<file path="config.mk">
export PLATFORM = sky130hd
export DESIGN_NAME = pci_config_id_and_command
export DESIGN_NICKNAME = d
export VERILOG_FILES = /design/src/hdl/pci_config_id_and_command.v
export VERILOG_INCLUDE_DIRS = /design/src /design/src/hdl
export SDC_FILE = /design/constraint.sdc
export NUM_CORES = 1
export LEC_CHECK = 0
export BUFFER_PORTS_ARGS = -buffer_cell sky130_fd_sc_hd__buf_2
export CORE_UTILIZATION = 40
export DETAILED_ROUTE_END_ITERATION = 10
export PLACE_DENSITY_LB_ADDON = 0.12
export SETUP_SLACK_MARGIN = 0.05
export SLEW_MARGIN = 20
export SYNTH_ARGS = -nofsm -noshare
export SYNTH_HDL_FRONTEND = slang
export SYNTH_SLANG_ARGS = --single-unit
</file>
<file path="constraint.sdc">
create_clock -name ref_clk -period 1.4 [get_ports ref_clk]
set_input_delay 0.14 -clock ref_clk [delete_from_list [all_inputs] [get_ports ref_clk]]
set_output_delay 0.14 -clock ref_clk [all_outputs]
set_load 0.01 [all_outputs]
</file>
<file path="src/hdl/cfg_id_cmd_regs.vh">
// Offsets, field positions, reset values and constants of the configuration identity and command registers
`ifndef CFG_ID_CMD_REGS_VH
`define CFG_ID_CMD_REGS_VH

// Configuration byte offsets (dword-aligned access uses bits 7:2)
`define OFS_MANUFACTURER_ID   8'h00
`define OFS_PRODUCT_ID        8'h02
`define OFS_BUS_CMD_CTRL      8'h04
`define OFS_GENERAL_CONTROL   8'h86

// Command register fields
`define CMD_IO_SPACE          0
`define CMD_MEM_SPACE         1
`define CMD_INITIATOR_ALLOW   2
`define CMD_SPECIAL_CYCLE     3
`define CMD_WRITE_INV_ALLOW   4
`define CMD_PALETTE_SNOOP     5
`define CMD_PARITY_RESP_ON    6
`define CMD_RSVD7             7
`define CMD_SYS_ERR_DRV_ON    8
`define CMD_B2B_GEN_ALLOW     9
`define CMD_INTX_DISABLE      10

// Writable bits; 15-11, 9, 7, 4 and 3 are held at zero
`define CMD_WRITE_MASK        16'h0567
`define CMD_RESET_VALUE       16'h0000

// General control field that gates the interrupt-disable bit
`define GENCTL_BUS_REV_COMPAT 7

// Socket type codes for function 1
`define SOCKET_SMARTCARD      2'h0
`define SOCKET_SDMMC          2'h1
`define SOCKET_MEMSTICK       2'h2

`endif

</file>
<file path="src/hdl/pci_config_id_and_command.v">
// Configuration identity and per-function command registers of a two-function bus controller
`timescale 1ns/100ps
// Contract
// - Manufacturer code read-only at 00h, both functions
// - Function 0 product code read-only at 02h
// - Function 1 code chosen by socket type
// - Separate command register per function, resets 0000h
// - Error enables ORed across functions internally
// - Bits 15-11 read zero, writes ignored
// - Bit 10 set blocks function interrupt output
// - Bit 10 reads zero without compat enable
// - Bit 9 fast back-to-back held zero
// - SERR driver on bit 8; address parity needs 8,6
// - Reserved bit 7 reads zero, not stored
// - Bit 6 clear ignores parity errors; else PERR on data parity
// - Data parity errors signalled on SERR, gated
// - Bit 5 snoops palette writes, does not claim
// - Bit 4 held zero, plain memory writes only
// - Bit 3 held zero, no special cycles
// - Mastering only while bit 2 set
// - Memory claiming only while bit 1 set
// - I/O claiming only while bit 0 set
`include "cfg_id_cmd_regs.vh"

module pci_config_id_and_command #(
  parameter [15:0] MANUFACTURER_CODE = 16'h1234, // Arbitrary value
  parameter [15:0] PRODUCT_CODE_F0   = 16'h5670, // Arbitrary value
  parameter [15:0] PRODUCT_CODE_SC   = 16'h5671, // Arbitrary value
  parameter [15:0] PRODUCT_CODE_SD   = 16'h5672, // Arbitrary value
  parameter [15:0] PRODUCT_CODE_MS   = 16'h5673  // Arbitrary value
) (
  input  wire        ref_clk,
  input  wire        reset,
  input  wire        clkEnable,
  // Configuration access port
  input  wire        cfgRead,
  input  wire        cfgWrite,
  input  wire        cfgFunction,
  input  wire [7:0]  cfgOffset,
  input  wire [3:0]  cfgByteEnable,
  input  wire [31:0] cfgWriteData,
  output reg  [31:0] cfgReadData,
  output reg         cfgDone,
  // Straps and general control
  input  wire [1:0]  socketType,
  input  wire        busRevCompatOn,
  // Events and requests from the bus engine
  input  wire [1:0]  intRequest,
  input  wire [1:0]  masterRequest,
  input  wire        addrParityError,
  input  wire        dataParityError,
  input  wire        paletteWrite,
  input  wire        specialCycle,
  input  wire [1:0]  memHit,
  input  wire [1:0]  ioHit,
  // Controls to the bus engine
  output wire [1:0]  intOutput,
  output wire [1:0]  initiatorAllow,
  output wire        useWriteInvalidate,
  output wire [1:0]  memClaim,
  output wire [1:0]  ioClaim,
  output wire [1:0]  paletteSnoop,
  output wire        paletteClaim,
  output wire        specialCycleClaim,
  output wire        parityResponseOn,
  output wire        perrAssert,
  output wire        serrDriverOn,
  output wire        serrAssert
);

  // ****************************************
  // Local constants
  // ****************************************
  // Two functions here; the per-function port widths are fixed at two bits, not taken from this count
  localparam integer FUNC_COUNT     = 2;
  localparam [7:0]   IDENT_BYTE     = `OFS_MANUFACTURER_ID;
  localparam [7:0]   CMD_BYTE       = `OFS_BUS_CMD_CTRL;
  localparam [5:0]   DWORD_IDENT    = IDENT_BYTE[7:2];
  localparam [5:0]   DWORD_CMD      = CMD_BYTE[7:2];
  localparam [15:0]  CMD_WR_MASK    = `CMD_WRITE_MASK;
  localparam [15:0]  CMD_RST        = `CMD_RESET_VALUE;
  // A reserved strap code reads back as the smartcard code
  localparam [1:0]   SOCKET_DEFAULT = `SOCKET_SMARTCARD;

  // ****************************************
  // Functions
  // ****************************************
  function [15:0] productCode;
    input       func;
    input [1:0] sock;
    begin
      if (!func) begin
        productCode = PRODUCT_CODE_F0;
      end else begin
        case (sock)
          `SOCKET_SMARTCARD: productCode = PRODUCT_CODE_SC;
          `SOCKET_SDMMC:     productCode = PRODUCT_CODE_SD;
          `SOCKET_MEMSTICK:  productCode = PRODUCT_CODE_MS;
          default:           productCode = PRODUCT_CODE_SC;
        endcase
      end
    end
  endfunction

  // Applies byte enables and the write mask to one command register
  function [15:0] cmdMerge;
    input [15:0] old;
    input [15:0] data;
    input [1:0]  be;
    input        compat;
    reg   [15:0] mask;
    begin
      mask = 16'h0000;
      if (be[0]) begin
        mask[7:0] = CMD_WR_MASK[7:0];
      end
      if (be[1]) begin
        mask[15:8] = CMD_WR_MASK[15:8];
      end
      cmdMerge = (old & ~mask) | (data & mask);
      // Without compat the disable bit is never stored, so it cannot spring back later
      if (!compat) begin
        cmdMerge[`CMD_INTX_DISABLE] = 1'b0;
      end
    end
  endfunction

  // ****************************************
  // Offset decode
  // ****************************************
  // True when a byte offset falls in the given configuration dword
  function dwordIs;
    input [7:0] offset;
    input [5:0] dword;
    begin
      dwordIs = (offset[7:2] == dword);
    end
  endfunction

  wire        identSelected;
  wire        cmdSelected;
  wire [1:0]  cmdWriteFunc;
  wire        done_next;

  assign identSelected = dwordIs(cfgOffset, DWORD_IDENT);
  assign cmdSelected   = dwordIs(cfgOffset, DWORD_CMD);

  // One strobe per function, so software never sees a shared command bit
  assign cmdWriteFunc[0] = cfgWrite & cmdSelected & ~cfgFunction;
  assign cmdWriteFunc[1] = cfgWrite & cmdSelected & cfgFunction;

  // Identity writes complete like any other access and change nothing
  assign done_next = cfgRead | cfgWrite;

  // ****************************************
  // Socket strap
  // ****************************************
  reg  [1:0]  socketType_reg;
  wire [1:0]  socketType_next;

  // Sampled once per clock so a strap change mid-run cannot tear a read
  // A change shows on reads one clock later
  assign socketType_next = clkEnable ? socketType : socketType_reg;

  always @(posedge ref_clk) begin
    if (reset) begin
      socketType_reg <= SOCKET_DEFAULT;
    end else begin
      socketType_reg <= socketType_next;
    end
  end

  // ****************************************
  // Identity codes
  // ****************************************
  wire [15:0] productId [0:1];
  wire [15:0] productSel;

  // Function 0 is fixed; function 1 follows the strap
  assign productId[0] = productCode(1'b0, socketType_reg);
  assign productId[1] = productCode(1'b1, socketType_reg);
  assign productSel   = cfgFunction ? productId[1] : productId[0];

  // ****************************************
  // Command registers
  // ****************************************
  wire [15:0] cmdView [0:1];
  wire [1:0]  ioSpaceOn;
  wire [1:0]  memSpaceOn;
  wire [1:0]  initiatorOn;
  wire [1:0]  paletteSnoopOn;
  wire [1:0]  parityRespOn;
  wire [1:0]  sysErrDrvOn;
  wire [1:0]  intxBlocked;

  genvar f;
  generate
    for (f = 0; f < FUNC_COUNT; f = f + 1) begin : gFunc
      reg  [15:0] cmd_reg;
      reg  [15:0] cmd_next;
      wire [15:0] view;

      always @* begin
        cmd_next = cmd_reg;
        if (cmdWriteFunc[f]) begin
          cmd_next = cmdMerge(cmd_reg, cfgWriteData[15:0], cfgByteEnable[1:0], busRevCompatOn);
        end
        if (!busRevCompatOn) begin
          cmd_next[`CMD_INTX_DISABLE] = 1'b0;
        end
      end

      always @(posedge ref_clk) begin
        if (reset) begin
          cmd_reg <= CMD_RST;
        end else if (clkEnable) begin
          cmd_reg <= cmd_next;
        end
      end

      // Read view rebuilt bit by bit; the compat gate acts at once, not a clock later
      // Fields held at zero
      assign view[15:11]                = 5'h00;
      assign view[`CMD_B2B_GEN_ALLOW]   = 1'b0;
      assign view[`CMD_RSVD7]           = 1'b0;
      assign view[`CMD_WRITE_INV_ALLOW] = 1'b0;
      assign view[`CMD_SPECIAL_CYCLE]   = 1'b0;

      // Writable fields
      assign view[`CMD_INTX_DISABLE]    = cmd_reg[`CMD_INTX_DISABLE] & busRevCompatOn;
      assign view[`CMD_SYS_ERR_DRV_ON]  = cmd_reg[`CMD_SYS_ERR_DRV_ON];
      assign view[`CMD_PARITY_RESP_ON]  = cmd_reg[`CMD_PARITY_RESP_ON];
      assign view[`CMD_PALETTE_SNOOP]   = cmd_reg[`CMD_PALETTE_SNOOP];
      assign view[`CMD_INITIATOR_ALLOW] = cmd_reg[`CMD_INITIATOR_ALLOW];
      assign view[`CMD_MEM_SPACE]       = cmd_reg[`CMD_MEM_SPACE];
      assign view[`CMD_IO_SPACE]        = cmd_reg[`CMD_IO_SPACE];
      assign cmdView[f]                 = view;

      assign ioSpaceOn[f]      = view[`CMD_IO_SPACE];
      assign memSpaceOn[f]     = view[`CMD_MEM_SPACE];
      assign initiatorOn[f]    = view[`CMD_INITIATOR_ALLOW];
      assign paletteSnoopOn[f] = view[`CMD_PALETTE_SNOOP];
      assign parityRespOn[f]   = view[`CMD_PARITY_RESP_ON];
      assign sysErrDrvOn[f]    = view[`CMD_SYS_ERR_DRV_ON];
      assign intxBlocked[f]    = view[`CMD_INTX_DISABLE];
    end
  endgenerate

  // ****************************************
  // Readback select
  // ****************************************
  wire [15:0] cmdSelView;

  // Only the addressed function's copy is returned
  assign cmdSelView = cfgFunction ? cmdView[1] : cmdView[0];

  // ****************************************
  // Interrupt gating
  // ****************************************
  // A blocked function keeps its request inside the engine; only the pin is held off
  assign intOutput = intRequest & ~intxBlocked;

  // ****************************************
  // Initiator and target claims
  // ****************************************
  // Enables gate the engine's own address decode; nothing here decodes addresses
  // Claims are levels; the engine samples them in its own decode phase
  assign initiatorAllow = masterRequest & initiatorOn;
  assign memClaim       = memHit & memSpaceOn;
  assign ioClaim        = ioHit & ioSpaceOn;

  // ****************************************
  // Palette snooping
  // ****************************************
  // A snooping function takes the data but leaves the write to its owner
  assign paletteSnoop = {2{paletteWrite}} & paletteSnoopOn;
  assign paletteClaim = paletteWrite & ~(|paletteSnoopOn);

  // ****************************************
  // Shared error enables
  // ****************************************
  // Software sees one enable per function, but the bus has a single PERR and SERR
  wire serrEnAny;
  wire perrEnAny;
  wire addrErrReport;
  wire dataErrReport;

  assign serrEnAny = |sysErrDrvOn;
  assign perrEnAny = |parityRespOn;

  // Address parity is reported only with both enables set
  // Data parity also surfaces on SERR, under the same two enables
  assign addrErrReport = addrParityError & serrEnAny & perrEnAny;
  assign dataErrReport = dataParityError & serrEnAny & perrEnAny;

  assign parityResponseOn = perrEnAny;
  assign perrAssert       = perrEnAny & dataParityError;
  assign serrDriverOn     = serrEnAny;
  assign serrAssert       = addrErrReport | dataErrReport;

  // ****************************************
  // Fixed controls
  // ****************************************
  // Special cycles are never answered, whatever arrives
  assign specialCycleClaim  = 1'b0 & specialCycle;
  // Plain memory writes only
  assign useWriteInvalidate = 1'b0;

  // ****************************************
  // Read path
  // ****************************************
  reg [31:0] readData_next;

  always @* begin
    readData_next = 32'h00000000;
    if (identSelected) begin
      readData_next = {productSel, MANUFACTURER_CODE};
    end else if (cmdSelected) begin
      readData_next = {16'h0000, cmdSelView};
    end
  end

  // Read data holds until the next read, so a slow host may take it late
  always @(posedge ref_clk) begin
    if (reset) begin
      cfgReadData <= 32'h00000000;
      cfgDone     <= 1'b0;
    end else if (clkEnable) begin
      cfgDone <= done_next;
      if (cfgRead) begin
        cfgReadData <= readData_next;
      end
    end
  end

endmodule // pci_config_id_and_command

</file>
==> run summary <==
The run finished with clean final reports. At the placement stage, the worst setup path has a slack of 0.03343 ns. The routed layout has 1356 vias.

The compound-cell area share of the yosys netlist is 0.08393, and the proportion of netlist area held by the largest area contributor is 0.3420. Period utilization: 0.9216. STA classifies the critical path startpoint as a flop. The proportion of synthesized chip area in sequential cells came out at 0.3420. Ranked by total cell area, the synthesized netlist is headed by sky130_fd_sc_hd__dfxtp_1 34%, sky130_fd_sc_hd__mux2i_1 11%, sky130_fd_sc_hd__buf_4 11%. The layout cell share with drive strength beyond 1 is 0.3884, and the Yosys warning count is 0. The tree is rooted in a sky130_fd_sc_hd__clkbuf_8.

The iteration count of the initial detailed-routing pass was 4; the setup-violating endpoint count in the final report was 0. The number of cell instances on the worst register-to-register path works out to 4. TritonCTS built the clock tree. The mean number of vias per cell is 4.676. In the synthesized netlist the dominant register cell turns out to be sky130_fd_sc_hd__dfxtp_1.

Worst-case clock skew: 0.005677 ns. The hold path startpoint is socketType[1]. The die is 64.86 um wide.

The combinational family with the most area after synthesis is simple AND/OR/NAND/NOR gates. The hold path depth was 3. Of all cell types, the one taking the most synthesized area is sky130_fd_sc_hd__dfxtp_1. Setup total negative slack on the finished layout was measured at 0 ns. The number of cell rows came out at 22. The reg-to-reg critical path startpoint is socketType_reg[1]. The first global-routing pass estimated 4933 um of wire.

The XOR/XNOR share of the synthesized area works out to 0. The mux cell area share after synthesis works out to 0.1496. Counting every sink on the clock net gives 27. Traced cell by cell, the critical path runs through or2_2, o211a_1, buf_2. Synthesis instantiated 34 different standard cells from the library. Worst ir drop on vdd: 0.0003081 V. Among all stages on the critical path, the largest delay is contributed by sky130_fd_sc_hd__dfxtp_1. The synthesized design contains 27 register bits. The min-delay analysis places its worst path in the category in -> reg.

The fmax is 0.7751 GHz, and the antenna diode count is 0. The number of levels the H-tree was split into is 1. The synthesized-area fraction occupied by adder cells came out at 0.007918. The worst slew slack as a fraction of its limit is 0.6323. Setup repair after global routing left no endpoint under its margin.

Registers take 541.8 um2. Latest clock arrival within the worst-skew pair: 0.27 ns. The total count of hold-check failures in the final report is 0, and the number of global-route vias before repair is 1087. Summing all multi-input logic gate instances after layout gives 865.8 um2. For this design the static power due to leakage is 1.018 nW. The endpoint of the lowest-slack register-to-register path is cfgReadData[17]. The tools report the kind of end point of the critical path as an output port. The initial cell density of the core is 0.4253.

For this block, the routed nets add up to 3210 um of wire. After floorplanning, the core was sized to cover 0.003716 mm2. For the detailed-placement wirelength estimate, the log shows 2514 um. The count of buffers added on input and output ports is 69.

The critical path's largest stage delay works out to 0.32 ns. The maximum count of clock buffers along a single path is 2. After layout, the worst setup slack is 0.1098 ns.

The final layout contains 309 nets. The average wire per standard cell is 11.07 um. The worst hold path terminates at socketType_reg[1]. The logs give 33 for the violation count after the first detailed-routing iteration and 0.7270 for the final estimated routing congestion in global placement.

The post-synthesis simple-gate area fraction is 0.2692. For the overall fraction of global-route tracks in use, the log shows 0.1515. In this run the mean area of a mapped cell was 8.928 um2. The biggest fanout along the worst timing path was 3; the leftover overflow at the end of global routing was 0. The die covers 0.004206 mm2. For the number of antenna violations at the first check in global routing, the log shows 0.

The final critical path time including I/O delays and setup came out at 1.290 ns. In this run, synthesis inferred 0 flip-flops with an integrated enable. The clock-pin slew on the worst setup and hold paths was 0.09 ns. For the pin with the worst max-slew slack, the measured transition is 0.5510 ns. The filler cells instantiated in the layout total 384.

In the synthesized netlist, the cells that appear most often are 27 x sky130_fd_sc_hd__dfxtp_1, 27 x sky130_fd_sc_hd__nand2_1, 24 x sky130_fd_sc_hd__buf_4, 18 x sky130_fd_sc_hd__mux2i_1, 11 x sky130_fd_sc_hd__and2_1. The tools report the final count of pins violating max slew as 0. For the worst setup path, the data required time is 1.26 ns. The category of the critical setup timing path was reg -> out.

The detail route stage leaves a number of antenna-violating nets equal to 0. In the routed design, unresolved DRC markers number 0. Across all register-to-register paths, the minimum setup slack is 0.38 ns. Entering global routing, the biggest net connects 21 pins. Power spread over the standard cell area amounts to 734.2 mW/mm2. For this design the top-level I/O count stands at 115. The async set or reset register ratio after synthesis was 0. The tool flagged a number of max-cap violations equal to 0. The number of buffers added by the clock tree synthesis step was 3; the worst slack on hold paths was 0.1009 ns. Area added between synthesis and finish: 22.57%. Cell area after synthesis: 0.001580 mm2.

Counting every instance in the synthesized netlist gives 177. STA puts the critical path data arrival time at 1.15 ns. The floorplan step set the die height to 64.86 um.
-- cells in the final DEF (no fill, tap or decap), drive strengths merged --
cell type / count
a21oi: 9
nand4b: 4
nor3: 1
a211oi: 1
and4b: 2
and3: 2
nor4b: 1
nor2b: 3
conb: 15
or2: 2
nand2: 27
and2: 11
mux2: 5
nand3: 1
clkbuf: 4
nand3b: 1
o21ai: 2
and4bb: 1
dfxtp: 27
a21boi: 2
o211a: 1
o211ai: 2
inv: 3
ha: 1
nor2: 7
nand4: 7
mux2i: 18
a2111oi: 2
buf: 78
nor3b: 2
-- power breakdown --
part           leakage [nW]  switching [mW]  internal [mW]
logic                 0.776           0.114         0.0852
registers             0.219         0.00438          0.776
clock network        0.0228           0.238          0.204
total                  1.02           0.357           1.07
-- worst max path at each step --
stage                             from         end  slack [ns]  cells after the start
after global routing              flop  serrAssert        0.05                      3
after floorplan           cfgOffset[5]        flop        0.30                      4
after CTS                         flop  perrAssert        0.06                      3
after global placement    cfgOffset[5]        flop        0.06                      4
final                             flop  serrAssert        0.11                      3
after detailed placement  cfgOffset[5]        flop        0.03                      4
-- layout make-up --
cell class,count,share of cell area
Sequential cell,27,0.2797
Clock buffer,4,0.02326
Tap cell,48,0.03101
Timing Repair Buffer,78,0.2132
Inverter,3,0.005814
Multi-Input combinational cell,130,0.4470
-- routing by layer --
| metal | up-vias | track usage | wire length, um |
|---|---|---|---|
| li1 | 705 | - | - |
| met1 | 596 | 0.1985 | 1514 |
| met2 | 53 | 0.2435 | 1453 |
| met3 | 2 | 0.02817 | 221 |
| met4 | 0 | 0.05833 | 20 |
| met5 | - | 0 | 0 |
-- cells by family (layout without fill, tap and decap cells) --
family / count (synthesis) / after routing
AOI/OAI and AO/OA: 19 / 19
adders and majority gates: 1 / 1
buffers and inverters: 34 / 85
DFF: 27 / 27
muxes: 23 / 23
other: 1 / 15
and+or+nand+nor: 72 / 72
-- repair_timing --
action / CTS / global route
buffers inserted: 1 / 0
hold buffers: 0 / 0
pin swaps: 0 / 0
endpoints found under the setup margin: 1 / 1
resized for setup: 1 / 1
-- critical path, delay by kind of cell (launching register included) --
kind,cells,cell delay [ns]
buf+inv,1,0.13
simple gates,1,0.30
flops,1,0.32
compound gates,1,0.13
-- through the flow --
step                cell area (um2)  utilization  instances  power (mW)
CTS                            1934       0.5205        290       1.441
detailed placement             1881       0.5061        285      0.9988
floorplan                      1633            -        191      0.9329
finish                         1937       0.5212        290       1.422
global placement               1881       0.5061        285      0.9987
global route                   1937       0.5212        290       1.485
(Power assumes the default switching activity.)
